$ cat src/csp_pkg.sv
// constants shared by both ends of the card socket power and index access link
package csp_pkg;
   // link widths
   localparam int unsigned DATA_W = 32;
   localparam int unsigned IDX_W = 8;
   localparam int unsigned FIFO_DEPTH = 4;
   // primary indices (socket b adds the socket bit to pwr, csc and csc_en only)
   localparam logic [7:0] IDX_PWR = 8'h02;
   localparam logic [7:0] IDX_CSC = 8'h04;
   localparam logic [7:0] IDX_CSC_EN = 8'h05;
   localparam logic [7:0] IDX_TSEL = 8'h06;
   localparam logic [7:0] IDX_EXT_INDEX = 8'h2e;
   localparam logic [7:0] IDX_EXT_DATA = 8'h2f;
   localparam logic [7:0] IDX_TIM0 = 8'h3a;
   localparam logic [7:0] IDX_TIM1 = 8'h3d;
   localparam int unsigned SOCK_BIT = 6;
   // extended indices
   localparam logic [7:0] EXT_CTL1 = 8'h03;
   localparam logic [7:0] EXT_PORT = 8'h0a;
   localparam logic [7:0] EXT_CTL2 = 8'h0b;
   // field positions
   localparam int unsigned PWR_VPP_LO = 0;
   localparam int unsigned PWR_AUTO_A = 4;
   localparam int unsigned PWR_AUTO_B = 5;
   localparam int unsigned PWR_VCC = 7;
   localparam int unsigned CSC_DET = 3;
   localparam int unsigned EXT1_AUTO_OFF = 1;
   localparam int unsigned EXT2_RD_EN = 3;
   localparam int unsigned EXT2_WR_EN = 4;
   localparam int unsigned TSEL_MEM = 0;
   localparam int unsigned TSEL_IO = 1;
   // reset values
   localparam logic [7:0] RST_ZERO = 8'h00;
   localparam logic [7:0] RST_EXT1 = 8'h02;
   localparam logic [7:0] RST_TIM = 8'h01;
   // host apb map
   localparam logic [11:0] A_CMD = 12'h000;
   localparam logic [11:0] A_CTRL = 12'h004;
   localparam logic [11:0] A_STAT = 12'h008;
   localparam logic [11:0] A_RDATA = 12'h00c;
   localparam int unsigned C_GO = 0;
   localparam int unsigned C_WR = 1;
   localparam int unsigned C_ADDR = 2;
   localparam int unsigned C_SPACE = 3;
   localparam int unsigned C_SOCK = 4;
   localparam int unsigned C_WIN = 5;
   localparam int unsigned C_BE = 6;
endpackage : csp_pkg

$ cat src/csp_link_if.sv
// link between host end and device end
`timescale 1ns/1ps
interface csp_link_if;
   logic req;
   logic wr;
   logic addr;
   logic space;
   logic sock;
   logic win;
   logic [1:0] be;
   logic [31:0] wdata;
   logic ready;
   logic [31:0] rdata;
   modport dev (input req, wr, addr, space, sock, win, be, wdata, output ready, rdata);
   modport hst (output req, wr, addr, space, sock, win, be, wdata, input ready, rdata);
endinterface : csp_link_if

$ cat src/csp_wfifo.sv
// per-socket card write fifo with setup/command/recovery sequencer
`timescale 1ns/1ps
module csp_wfifo #(
   parameter int unsigned W = 32,
   parameter int unsigned DEPTH = 4
) (
   // clock and reset
   input wire logic i_mclk,
   input wire logic i_rst_n,
   // host side, msb of data is the timing set
   input wire logic i_push_valid,
   input wire logic [W:0] i_push_data,
   output logic o_push_ready,
   // timing of the head entry
   output logic o_head_set,
   input wire logic [7:0] i_setup,
   input wire logic [7:0] i_cmd,
   input wire logic [7:0] i_rec,
   // card side
   output logic o_empty,
   output logic o_card_cmd,
   output logic [W-1:0] o_card_data
);
   localparam int unsigned AW = (DEPTH > 1) ? $clog2(DEPTH) : 1;
   localparam logic [AW:0] FULL = (AW + 1)'(DEPTH);

   if (DEPTH < 2 || (DEPTH & (DEPTH - 1)) != 0)
   begin : g_bad_depth
      $error("csp_wfifo depth must be a power of two");
   end

   typedef enum logic [1:0] {
      PH_IDLE = 2'h0,
      PH_SETUP = 2'h1,
      PH_CMD = 2'h3,
      PH_REC = 2'h2
   } csp_ph_t;

   typedef struct packed {
      logic [DEPTH-1:0][W:0] mem;
      logic [AW-1:0] wp;
      logic [AW-1:0] rp;
      logic [AW:0] cnt;
      csp_ph_t ph;
      logic [7:0] tmr;
      logic [W-1:0] data;
      logic cmd;
   } csp_fifo_st_t;

   csp_fifo_st_t s_q;
   csp_fifo_st_t s_d;
   logic push;
   logic pop;

   always_comb
   begin
      s_d = s_q;
      pop = 1'b0;
      o_push_ready = (s_q.cnt != FULL);
      push = i_push_valid & o_push_ready;
      case (s_q.ph)
         PH_IDLE:
         begin
            if (s_q.cnt != '0)
            begin
               s_d.data = s_q.mem[s_q.rp][W-1:0];
               s_d.tmr = i_setup;
               s_d.ph = PH_SETUP;
            end
         end
         PH_SETUP:
         begin
            if (s_q.tmr == 8'h00)
            begin
               s_d.tmr = i_cmd;
               s_d.cmd = 1'b1;
               s_d.ph = PH_CMD;
            end
            else
               s_d.tmr = s_q.tmr - 8'h01;
         end
         PH_CMD:
         begin
            if (s_q.tmr == 8'h00)
            begin
               s_d.tmr = i_rec;
               s_d.cmd = 1'b0;
               s_d.ph = PH_REC;
            end
            else
               s_d.tmr = s_q.tmr - 8'h01;
         end
         PH_REC:
         begin
            // entry freed only after recovery, so a full fifo really stalls
            if (s_q.tmr == 8'h00)
            begin
               pop = 1'b1;
               s_d.rp = s_q.rp + 1'b1;
               s_d.ph = PH_IDLE;
            end
            else
               s_d.tmr = s_q.tmr - 8'h01;
         end
         default:
            s_d.ph = PH_IDLE;
      endcase
      if (push)
      begin
         s_d.mem[s_q.wp] = i_push_data;
         s_d.wp = s_q.wp + 1'b1;
      end
      s_d.cnt = s_q.cnt + {{AW{1'b0}}, push} - {{AW{1'b0}}, pop};
   end

   always_ff @(posedge i_mclk)
   begin
      if (!i_rst_n)
         s_q <= '0;
      else
         s_q <= s_d;
   end

   assign o_head_set = s_q.mem[s_q.rp][W];
   assign o_empty = (s_q.cnt == '0);
   assign o_card_cmd = s_q.cmd;
   assign o_card_data = s_q.data;
endmodule : csp_wfifo

$ cat src/csp_socket_dev.sv
// device end: socket power, management events, indexed registers, write fifos
`timescale 1ns/1ps
module csp_socket_dev #(
   parameter int unsigned DW = csp_pkg::DATA_W,
   parameter int unsigned DEPTH = csp_pkg::FIFO_DEPTH
) (
   // clock and reset
   input wire logic i_mclk,
   input wire logic i_rst_n,
   // host link
   csp_link_if.dev link,
   // sockets, index 0 is socket a
   input wire logic [1:0] i_card_detect_first_n,
   input wire logic [1:0] i_card_detect_second_n,
   input wire logic [1:0] i_voltage_sense_strobe_one,
   input wire logic [1:0] i_voltage_sense_strobe_two,
   output logic [1:0] o_vcc_en,
   output logic [1:0] o_vpp_en,
   output logic [1:0] o_card_cmd,
   output logic [1:0][DW-1:0] o_card_data,
   output logic [1:0] o_fifo_empty,
   // management interrupt
   output logic o_mgmt_irq,
   // general-purpose ports
   input wire logic [7:0] i_gp_rd_data,
   output logic [7:0] o_gp_wr_data,
   output logic o_gp_wr_oe
);
   if (DW != 32)
   begin : g_bad_width
      $error("csp_socket_dev data width must be 32");
   end

   typedef struct packed {
      logic [7:0] idx;
      logic [7:0] ext_idx;
      logic [7:0] ext1;
      logic [7:0] ext2;
      logic [7:0] gp_wr;
      logic [7:0] gp_rd;
      logic [7:0] tsel;
      logic [5:0][7:0] tim;
      logic [1:0][7:0] pwr;
      logic [1:0][7:0] csc;
      logic [1:0][7:0] csc_en;
      logic [1:0] present;
      logic [1:0] vcc;
      logic [1:0] vpp;
      logic strobe_prev;
      logic ack;
      logic [31:0] rdata;
   } csp_dev_st_t;

   csp_dev_st_t s_q;
   csp_dev_st_t s_d;
   logic wen;
   logic [7:0] widx;
   logic [7:0] wbyte;
   logic [7:0] loc;
   logic [1:0] pres;
   logic [1:0] ins;
   logic [1:0] rem;
   logic [1:0] push_valid;
   logic [1:0] push_ready;
   logic [1:0] head_set;
   logic [1:0][7:0] t_setup;
   logic [1:0][7:0] t_cmd;
   logic [1:0][7:0] t_rec;
   logic [DW:0] push_data;
   logic [3:0] vs_lvl;
   integer k;

   // read decode of the register selected by an index
   function automatic logic [7:0] rd_reg(input csp_dev_st_t s, input logic [7:0] ix,
                                         input logic [3:0] vs);
      logic [7:0] lx;
      logic sk;
      lx = ix & ~(8'h01 << csp_pkg::SOCK_BIT);
      sk = ix[csp_pkg::SOCK_BIT];
      rd_reg = 8'h00;
      if (ix == csp_pkg::IDX_EXT_INDEX)
         rd_reg = s.ext_idx;
      else if (ix == csp_pkg::IDX_EXT_DATA)
      begin
         case (s.ext_idx)
            csp_pkg::EXT_CTL1: rd_reg = s.ext1;
            csp_pkg::EXT_CTL2: rd_reg = s.ext2;
            csp_pkg::EXT_PORT:
               rd_reg = s.ext2[csp_pkg::EXT2_RD_EN] ? s.gp_rd : {4'h0, vs};
            default: rd_reg = 8'h00;
         endcase
      end
      else if (ix == csp_pkg::IDX_TSEL)
         rd_reg = s.tsel;
      else if (ix >= csp_pkg::IDX_TIM0 && ix < csp_pkg::IDX_TIM0 + 8'h06)
         rd_reg = s.tim[3'(ix - csp_pkg::IDX_TIM0)];
      else if (lx == csp_pkg::IDX_PWR)
         rd_reg = s.pwr[sk];
      else if (lx == csp_pkg::IDX_CSC)
         rd_reg = s.csc[sk];
      else if (lx == csp_pkg::IDX_CSC_EN)
         rd_reg = s.csc_en[sk];
   endfunction : rd_reg

   assign vs_lvl = {i_voltage_sense_strobe_two[1], i_voltage_sense_strobe_one[1],
                    i_voltage_sense_strobe_two[0], i_voltage_sense_strobe_one[0]};

   always_comb
   begin
      s_d = s_q;
      s_d.ack = 1'b0;
      wen = 1'b0;
      widx = s_q.idx;
      wbyte = link.wdata[7:0];
      push_valid = 2'b00;
      push_data = {s_q.tsel[link.win ? csp_pkg::TSEL_IO : csp_pkg::TSEL_MEM],
                   link.wdata};
      // host request, answered with a 32-bit word one cycle later for registers, one cycle after the fifo push for card writes
      if (link.req && !s_q.ack)
      begin
         if (link.space)
         begin
            push_valid[link.sock] = 1'b1;
            s_d.ack = push_ready[link.sock];
         end
         else
         begin
            s_d.ack = 1'b1;
            if (link.wr)
            begin
               if (!link.addr)
               begin
                  s_d.idx = link.wdata[7:0];
                  wen = link.be[1];
                  widx = link.wdata[7:0];
                  wbyte = link.wdata[15:8];
               end
               else
                  wen = 1'b1;
            end
            else if (link.addr)
               s_d.rdata = {24'h000000, rd_reg(s_q, s_q.idx, vs_lvl)};
            else
               s_d.rdata = {16'h0000, rd_reg(s_q, s_q.idx, vs_lvl), s_q.idx};
         end
      end
      loc = widx & ~(8'h01 << csp_pkg::SOCK_BIT);
      if (wen)
      begin
         if (widx == csp_pkg::IDX_EXT_INDEX)
            s_d.ext_idx = wbyte;
         else if (widx == csp_pkg::IDX_EXT_DATA)
         begin
            case (s_q.ext_idx)
               csp_pkg::EXT_CTL1: s_d.ext1 = wbyte;
               csp_pkg::EXT_CTL2: s_d.ext2 = wbyte;
               csp_pkg::EXT_PORT: s_d.gp_wr = wbyte;
               default: s_d.ext1 = s_q.ext1;
            endcase
         end
         else if (widx == csp_pkg::IDX_TSEL)
            s_d.tsel = wbyte;
         else if (widx >= csp_pkg::IDX_TIM0 && widx < csp_pkg::IDX_TIM0 + 8'h06)
            s_d.tim[3'(widx - csp_pkg::IDX_TIM0)] = wbyte;
         else if (loc == csp_pkg::IDX_PWR)
            s_d.pwr[widx[csp_pkg::SOCK_BIT]] = wbyte;
         else if (loc == csp_pkg::IDX_CSC) // write one to clear
            s_d.csc[widx[csp_pkg::SOCK_BIT]] = s_q.csc[widx[csp_pkg::SOCK_BIT]] & ~wbyte;
         else if (loc == csp_pkg::IDX_CSC_EN)
            s_d.csc_en[widx[csp_pkg::SOCK_BIT]] = wbyte;
      end
      // read port latched on strobe rising edge
      s_d.strobe_prev = i_voltage_sense_strobe_one[0];
      if (s_q.ext2[csp_pkg::EXT2_RD_EN] && i_voltage_sense_strobe_one[0]
          && !s_q.strobe_prev)
         s_d.gp_rd = i_gp_rd_data;
      // socket power and events, after the writes so a set beats a clear
      for (k = 0; k < 2; k = k + 1)
      begin
         pres[k] = !i_card_detect_first_n[k] && !i_card_detect_second_n[k];
         ins[k] = pres[k] && !s_q.present[k];
         rem[k] = !pres[k] && s_q.present[k];
         s_d.present[k] = pres[k];
         if (!s_q.pwr[k][csp_pkg::PWR_AUTO_B])
         begin
            // manual: software powers only a present card
            s_d.vcc[k] = pres[k] && s_q.pwr[k][csp_pkg::PWR_VCC];
            s_d.vpp[k] = s_d.vcc[k] && (s_q.pwr[k][csp_pkg::PWR_VPP_LO +: 2] != 2'b00);
         end
         else if (ins[k] && s_q.pwr[k][csp_pkg::PWR_AUTO_A])
         begin
            s_d.vcc[k] = 1'b1;
            s_d.vpp[k] = (s_q.pwr[k][csp_pkg::PWR_VPP_LO +: 2] != 2'b00);
         end
         if (!pres[k] && s_q.ext1[csp_pkg::EXT1_AUTO_OFF])
         begin
            s_d.vcc[k] = 1'b0;
            s_d.vpp[k] = 1'b0;
         end
         if ((ins[k] || rem[k]) && s_q.csc_en[k][csp_pkg::CSC_DET])
            s_d.csc[k][csp_pkg::CSC_DET] = 1'b1;
      end
   end

   always_ff @(posedge i_mclk)
   begin
      if (!i_rst_n)
      begin
         s_q <= '0;
         s_q.ext1 <= csp_pkg::RST_EXT1;
         s_q.tim <= {6{csp_pkg::RST_TIM}};
      end
      else
         s_q <= s_d;
   end

   // two independent socket fifos
   for (genvar g = 0; g < 2; g++)
   begin : g_sock
      assign t_setup[g] = s_q.tim[head_set[g] ? 3 : 0];
      assign t_cmd[g] = s_q.tim[head_set[g] ? 4 : 1];
      assign t_rec[g] = s_q.tim[head_set[g] ? 5 : 2];
      csp_wfifo #(.W(DW), .DEPTH(DEPTH)) csp_wfifo_inst (
         .i_mclk(i_mclk),
         .i_rst_n(i_rst_n),
         .i_push_valid(push_valid[g]),
         .i_push_data(push_data),
         .o_push_ready(push_ready[g]),
         .o_head_set(head_set[g]),
         .i_setup(t_setup[g]),
         .i_cmd(t_cmd[g]),
         .i_rec(t_rec[g]),
         .o_empty(o_fifo_empty[g]),
         .o_card_cmd(o_card_cmd[g]),
         .o_card_data(o_card_data[g])
      );
   end

   assign link.ready = s_q.ack;
   assign link.rdata = s_q.rdata;
   assign o_vcc_en = s_q.vcc;
   assign o_vpp_en = s_q.vpp;
   assign o_mgmt_irq = |(s_q.csc[0] | s_q.csc[1]);
   assign o_gp_wr_data = s_q.gp_wr;
   assign o_gp_wr_oe = s_q.ext2[csp_pkg::EXT2_WR_EN];
endmodule : csp_socket_dev

$ cat src/flat_wrapper.sv
// flat-port wrapper written by rule: the top's interface ports become plain ports
module csp_socket_dev_flat 
#(
   parameter int unsigned DW = csp_pkg::DATA_W,
   parameter int unsigned DEPTH = csp_pkg::FIFO_DEPTH
)
  (i_mclk, i_rst_n, i_card_detect_first_n, i_card_detect_second_n, i_voltage_sense_strobe_one, i_voltage_sense_strobe_two, o_vcc_en, o_vpp_en, o_card_cmd, o_card_data, o_fifo_empty, o_mgmt_irq, i_gp_rd_data, o_gp_wr_data, o_gp_wr_oe, link_req, link_wr, link_addr, link_space, link_sock, link_win, link_be, link_wdata, link_ready, link_rdata);
  csp_link_if link_i ();
  input wire logic i_mclk;
  input wire logic i_rst_n;
  input wire logic [1:0] i_card_detect_first_n;
  input wire logic [1:0] i_card_detect_second_n;
  input wire logic [1:0] i_voltage_sense_strobe_one;
  input wire logic [1:0] i_voltage_sense_strobe_two;
  output logic [1:0] o_vcc_en;
  output logic [1:0] o_vpp_en;
  output logic [1:0] o_card_cmd;
  output logic [1:0][DW-1:0] o_card_data;
  output logic [1:0] o_fifo_empty;
  output logic o_mgmt_irq;
  input wire logic [7:0] i_gp_rd_data;
  output logic [7:0] o_gp_wr_data;
  output logic o_gp_wr_oe;
  input wire logic [$bits(link_i.req)-1:0] link_req;
  input wire logic [$bits(link_i.wr)-1:0] link_wr;
  input wire logic [$bits(link_i.addr)-1:0] link_addr;
  input wire logic [$bits(link_i.space)-1:0] link_space;
  input wire logic [$bits(link_i.sock)-1:0] link_sock;
  input wire logic [$bits(link_i.win)-1:0] link_win;
  input wire logic [$bits(link_i.be)-1:0] link_be;
  input wire logic [$bits(link_i.wdata)-1:0] link_wdata;
  output wire logic [$bits(link_i.ready)-1:0] link_ready;
  output wire logic [$bits(link_i.rdata)-1:0] link_rdata;
  assign link_i.req = link_req;
  assign link_i.wr = link_wr;
  assign link_i.addr = link_addr;
  assign link_i.space = link_space;
  assign link_i.sock = link_sock;
  assign link_i.win = link_win;
  assign link_i.be = link_be;
  assign link_i.wdata = link_wdata;
  assign link_ready = link_i.ready;
  assign link_rdata = link_i.rdata;
  csp_socket_dev #(.DW(DW), .DEPTH(DEPTH)) u_core (.i_mclk(i_mclk), .i_rst_n(i_rst_n), .link(link_i), .i_card_detect_first_n(i_card_detect_first_n), .i_card_detect_second_n(i_card_detect_second_n), .i_voltage_sense_strobe_one(i_voltage_sense_strobe_one), .i_voltage_sense_strobe_two(i_voltage_sense_strobe_two), .o_vcc_en(o_vcc_en), .o_vpp_en(o_vpp_en), .o_card_cmd(o_card_cmd), .o_card_data(o_card_data), .o_fifo_empty(o_fifo_empty), .o_mgmt_irq(o_mgmt_irq), .i_gp_rd_data(i_gp_rd_data), .o_gp_wr_data(o_gp_wr_data), .o_gp_wr_oe(o_gp_wr_oe));
endmodule
$ cat config.mk
export PLATFORM = sky130hd
export DESIGN_NAME = csp_socket_dev_flat
export DESIGN_NICKNAME = d
export VERILOG_FILES = /design/src/csp_pkg.sv /design/src/csp_link_if.sv /design/src/csp_wfifo.sv /design/src/csp_socket_dev.sv /design/src/flat_wrapper.sv
export SDC_FILE = /design/constraint.sdc
export NUM_CORES = 1
export LEC_CHECK = 0
export ABC_AREA = 1
export BUFFER_PORTS_ARGS = -buffer_cell sky130_fd_sc_hd__buf_4
export CORE_UTILIZATION = 30
export DETAILED_ROUTE_END_ITERATION = 12
export PLACE_DENSITY = 0.54
export SLEW_MARGIN = 15
export SYNTH_ARGS = -nofsm -noshare
export SYNTH_HDL_FRONTEND = slang
export SYNTH_SLANG_ARGS = --single-unit
$ cat constraint.sdc
create_clock -name i_mclk -period 5 [get_ports i_mclk]
set_input_delay 1 -clock i_mclk [delete_from_list [all_inputs] [get_ports i_mclk]]
set_output_delay 1 -clock i_mclk [all_outputs]
set_load 0.05 [all_outputs]
# Yosys cells after proc, flatten, opt, wreduce, memory -nomap -nowiden

Index checks and enable logic that the tools add are counted.
Widths: inputs -> output; s select.

Multiplexer cells: 129
Reduce and logical (&&, ||, !) cells: 80
Eq/ne operators: 45
Order comparisons: 25
Bitwise gates (word level): 14
Add/subtract/negate cells: 12

Operators with widths:

| cell                | number |
|---|---|
| $mux 8              | 45 |
| $bwmux 132          | 2 |
| $lt 32x5->1 const B | 6 |
| $bmux 8 s3          | 7 |
| $mux 28             | 6 |
| $bmux 33 s2         | 2 |
| $demux 33 s2        | 2 |
| $mux 33             | 4 |
| $mux 42             | 2 |
| $pmux 10 s4         | 2 |
| $bwmux 16           | 3 |
| $bwmux 48           | 1 |
| $mux 16             | 3 |
| $ne 2x2->1 const B  | 22 |
| $eq 8x6->1 const B  | 4 |
| $lt 32x4->1 const B | 1 |
| $eq 7x3->1 const B  | 4 |
| $mux 1              | 28 |
| $logic_and 1x1->1   | 26 |
| $demux 8 s3         | 1 |
| $pmux 8 s3          | 1 |
| $reduce_and 4->1    | 6 |
| $reduce_and 7->1    | 3 |
| $mux 2              | 10 |
| 45 further kinds    | 114 |

Output and inout bits: 115
Logic and storage cells: 356
Input port bits: 58
Register bits after elaboration: 556

# Longest topological paths before layout

Word-level depth: 18
Gate-level depth with buffers: 15
Mapped depth without buffers: 14

# Cells and area by module

From an unflattened synthesis, not the netlist that was laid out.

Cell total of the unflattened synthesis: 3631
Area total of the unflattened synthesis: 25761.0 um^2

By module, submodules not included:

| module                                       | cells an instance | area an instance (um^2) | times used | sequential area each (um^2) |
|---|---|---|---|---|
| csp_socket_dev                               | 1455              | 9439.1                  | 1          | 3523.4 |
| csp_wfifo at u_core.g_sock[0].csp_wfifo_inst | 1088              | 8207.9                  | 1          | 3643.5 |
| csp_wfifo at u_core.g_sock[1].csp_wfifo_inst | 1088              | 8114.0                  | 1          | 3643.5 |

# Worst setup path after synthesis

No wires, ideal clock.

Path type: input port to flip-flop
Start: input link_req
End: register u_core.g_sock[0].csp_wfifo_inst.s_q[45] (netlist bit)
Data required time: 4930 ps
Cell stages on the path: 13
Path buffers: 0
Slack: 2357 ps
Data arrival time: 2574 ps
Setup time: 70 ps
Cell sequence: inv_1 -> nor2_4 -> inv_1 -> nor3_1 -> nand2_1 -> ha_1 -> inv_1 -> ha_1 -> inv_1 -> fa_1 -> inv_1 -> o21ai_0 -> a21oi_1

Cells in the longest elaborated chain, start to end: 5

RTL lines:

| element              | RTL line              | RTL |
|---|---|---|
| from (decl)          | flat_wrapper.sv:24    | `input wire logic [$bits(link_i.req)-1:0] link_req;` |
| $logic_and 1x1->1    | csp_socket_dev.sv:119 | `if (link.req && !s_q.ack)` |
| $mux 2               | csp_socket_dev.sv:119 |  |
| $and 1x1->1          | csp_wfifo.sv:60       | `push = i_push_valid & o_push_ready;` |
| $add 3x1->3          | csp_wfifo.sv:113      | `s_d.cnt = s_q.cnt + {{AW{1'b0}}, push} - {{AW{1'b0}}, pop};` |
| $sub 3x1->3          | csp_wfifo.sv:113      |  |
| to (signal assigned) | csp_wfifo.sv:119      | `s_q <= '0;` |
| to (signal assigned) | csp_wfifo.sv:121      | `s_q <= s_d;` |
| to (decl)            | csp_wfifo.sv:50       | `csp_fifo_st_t s_q;` |

Every way passes these cells.
A chain may end at the register's enable or synchronous reset.

# Worst setup path in the final report

Start: register u_core.g_sock[0].csp_wfifo_inst.s_q[33] (netlist bit)
End: register u_core.g_sock[0].csp_wfifo_inst.s_q[45] (netlist bit)

Cells in the longest elaborated chain, start to end: 4

RTL lines:

| element                                 | RTL line         | RTL |
|---|---|---|
| $logic_not 8->1                         | csp_wfifo.sv:96  | `if (s_q.tmr == 8'h00)` |
| $mux 1                                  | csp_wfifo.sv:96  |  |
| $mux 1                                  | csp_wfifo.sv:61  | `case (s_q.ph)` |
| net u_core.g_sock[0].csp_wfifo_inst.pop | csp_wfifo.sv:53  | `logic pop;` |
| $sub 3x1->3                             | csp_wfifo.sv:113 |  |

The timed path passes the listed nets, and every way through them passes these cells.

==> results.sh <==
export IMPL_status="completed"
export IMPL_wl_per_cell_um=17.9
export IMPL_crit_path_frequent_cell="inv_1"
export IMPL_final_common_cell="nand2_1"
export IMPL_cts_tree="built"
export IMPL_combPwrFrac_pct=23.3
export IMPL_r2r_cells=14
export IMPL_seqPwrFrac_pct=40.4
export IMPL_setup_tns_ps=0
export IMPL_period_share_pct=66.8
export IMPL_min_path_type="flip-flop to flip-flop"
export IMPL_drt_antenna_violating_nets=0
export IMPL_clockBufferDepth=3
export IMPL_core_sq_um=83800
export IMPL_synth_cells=3598
export IMPL_initial_core_util_pct=30.3
export IMPL_crit_chain="inv_1 -> ha_1 -> nand2_1 -> nor3_1 -> nand3_1 -> nor3_1 -> ha_1 -> inv_1 -> ha_1 -> inv_1 -> fa_1 -> inv_1 -> o21ai_0 -> a21oi_1"
export IMPL_p_leak_nw=10.3
export IMPL_fp_dieW_um=293
export IMPL_clk_latency_ps=660
export IMPL_critical_path_max_stage_delay_ps=580
export IMPL_drtIter0Drc=1823
export IMPL_p_switching_mw=4.18
export IMPL_regToRegStartpoint="u_core.g_sock[0].csp_wfifo_inst.s_q[33]"
export IMPL_num_nets_final=3588
export IMPL_rsz0062_at_grt="false"
export IMPL_critPathRequiredTime_ps=5600
export IMPL_clkPwrFrac_pct=36.3
export IMPL_cts_resized=0
export IMPL_hpwl_mm=52.1
export IMPL_hold_depth=2
export IMPL_grt_pass1_wl_mm=127
export IMPL_worstSetupStartpointType="flip-flop"
export IMPL_cts_clk_slew_worst_paths_ps=60
export IMPL_die_area_sq_um=85900
export IMPL_overflow=0
export IMPL_hold_viol_final=0
export IMPL_wirelength_mm=83.7
export IMPL_tightest_slew_ps=1190
export IMPL_postCtsSetupRepairBufs=0
export IMPL_syn_area_sq_um=25400
export IMPL_critPathKind="flip-flop to flip-flop"
export IMPL_synth_cell_types=41
export IMPL_synth_edf_count=0
export IMPL_cts_sinks=540
export IMPL_slowest_stage="nor3_1"
export IMPL_skew_ps=74.1
export IMPL_maxSlewViolCount=0
export IMPL_cts_made_buffers=60
export IMPL_grt_pass1_vias=20900
export IMPL_reg2reg_slack_ps=1660
export IMPL_ys_dominant_reg_cell="dfxtp_1"
export IMPL_yosysSeqAreaShare_pct=42.5
export IMPL_num_antenna_cells=0
export IMPL_avgSynthCellArea_sq_um=7.07
export IMPL_async_flop_share_pct=0
export IMPL_antenna_found_initial=8
export IMPL_max_slew_margin_pct=20.5
export IMPL_p_total_mw=12.0
export IMPL_ys_warn_count=0
export IMPL_grt_max_degree=213
export IMPL_layout_common_cells="nand2_1, a21oi_1, dfxtp_1"
export IMPL_setup_viol=0
export IMPL_post_place_ws_ps=1250
export IMPL_area_growth_pct=12.4
export IMPL_fp_dieH_um=293
export IMPL_drt_pass1_iter_count=5
export IMPL_r2r_end="u_core.g_sock[0].csp_wfifo_inst.s_q[45]"
export IMPL_layout_drive_gt1_share_pct=9.73
export IMPL_track_usage_pct=18.8
export IMPL_period_minus_slack_ps=3340
export IMPL_root_buffer="clkbuf_16"
export IMPL_cp_end_kind="flip-flop"
export IMPL_ys_ff_latch=540
export IMPL_place_congestion=0.883
export IMPL_ios=173
export IMPL_numPortBuffers=155
export IMPL_holdPathEnd="u_core.s_q[53]"
export IMPL_via_per_inst=4.98
export IMPL_swShare_pct=34.8
export IMPL_finalWorstSetupSlack_ps=1660
export IMPL_peakVddDrop_uv=284
export IMPL_drc=0
export IMPL_vias=23300
export IMPL_htreeDepth=2
export IMPL_internal_power_mw=7.84
export IMPL_hold_start="u_core.s_q[53]"
export IMPL_fmax_ghz=0.299
export IMPL_cp_max_fo=11
export IMPL_core_rowCount=106
export IMPL_maxCapViolCount=0
export IMPL_cts_hold_buf=0
export IMPL_arrival_ps=3940
export IMPL_power_density_nw_per_um2=421
==> power groups by stage <==
| stage | sequential (mW) | clock, mW | combinational, mW |
|---|---|---|---|
| final | 4.86 | 4.36 | 2.80 |
| after global routing | 4.89 | 4.64 | 3.03 |
| after CTS | 4.86 | 4.46 | 2.81 |
| after detailed placement | 4.95 | 0 | 2.80 |
| after global placement | 4.96 | 0 | 2.79 |
| after floorplan | 4.83 | 0 | 2.27 |
==> synthesized netlist by cell type (all sizes together) (2+ instances only) <==
library cell,instances,share of area (%)
nand2,641,9.6
a21oi,562,11
dfxtp,540,43
o21ai,429,8.4
inv,352,5.2
nand3,235,4.7
clkbuf,209,3.1
nor2,171,2.7
buf,159,4.3
nand4,78,2.0
a31oi,64,1.6
o211ai,50,1.5
nor3,24,0.56
ha,17,0.84
clkinv,12,0.18
o22ai,11,0.27
xor2,11,0.38
o2111ai,8,0.28
nand3b,5,0.15
nor4,5,0.12
or2,5,0.12
a2111oi,2,0.069
a211oi,2,0.059
fa,2,0.16
xnor2,2,0.069
==> per-stage QoR <==
| stage | cells | hold slack, ps | area (sq um) | utilization, % |
|---|---|---|---|---|
| finish | 4690 | 446 | 28600 | 34.1 |
| global route | 4690 | 468 | 28600 | 34.1 |
| CTS | 4690 | 448 | 28600 | 34.1 |
| detailed placement | 4583 | 438 | 26600 | 31.8 |
| global placement | 4583 | 434 | 26600 | 31.8 |
| floorplan | 3613 | 424 | 25500 | - |
==> state kept, by name, summed over array words and instances, names as in the netlist <==
signal / cells
u_core.link.ready: 1
u_core.link.rdata: 16
u_core.o_gp_wr_oe: 1
u_core.s_q: 146
u_core.g_sock.csp_wfifo_inst.o_card_cmd: 2
u_core.o_vcc_en: 2
u_core.g_sock.csp_wfifo_inst.s_q: 298
u_core.o_gp_wr_data: 8
u_core.g_sock.csp_wfifo_inst.o_card_data: 64
u_core.o_vpp_en: 2
==> cells by family after synthesis <==
logic type                 after synthesis  synth area share (%)
AOI/OAI and AO/OA                     1129                  23.3
buffers and inverters                  732                  12.8
DFF                                    540                  42.5
and+or+nand+nor                       1164                  20.0
xor gates and xnor gates                13                 0.448
other                                    1                0.0148
adders and majority gates               19                 0.994
==> worst max-delay path: cells and delay by family, from the launching register on <==
kind	cells	cell delay (ps)
flops	1	330
fa+ha+maj	4	1020
compound gates	2	240
simple gates	4	1420
buf+inv	4	260
==> routing by layer <==
layer	GRT usage, %	vias up	wire length [um]
met5	0	-	98
met4	5.30	14	2020
met3	3.23	117	4780
met2	29.3	566	37200
met1	26.5	10900	39600
li1	-	11700	-
==> final cells by class <==
type,instances,area [sq um]
Timing Repair Buffer,204,1570
Clock inverter,17,179
Fill cell,9040,55300
Sequential cell,540,10800
Multi-Input combinational cell,2341,11500
Clock buffer,90,1750
Tap cell,1134,1420
Inverter,364,1370
==> worst max path at each step <==
stage | slack (ps) | cells after the start | from | end
finish | 1660 | 14 | u_core.g_sock[0].csp_wfifo_inst.s_q[33] | u_core.g_sock[0].csp_wfifo_inst.s_q[45]
global route | 1340 | 14 | u_core.g_sock[0].csp_wfifo_inst.s_q[33] | u_core.g_sock[0].csp_wfifo_inst.s_q[45]
CTS | 1610 | 14 | u_core.g_sock[0].csp_wfifo_inst.s_q[33] | u_core.g_sock[0].csp_wfifo_inst.s_q[45]
detailed placement | 1250 | 11 | link_addr | u_core.s_q[76]
global placement | 1280 | 11 | link_addr | u_core.s_q[85]
floorplan | 2360 | 13 | link_req | u_core.g_sock[0].csp_wfifo_inst.s_q[45]
Note: power is estimated with default switching activity, not from simulation.
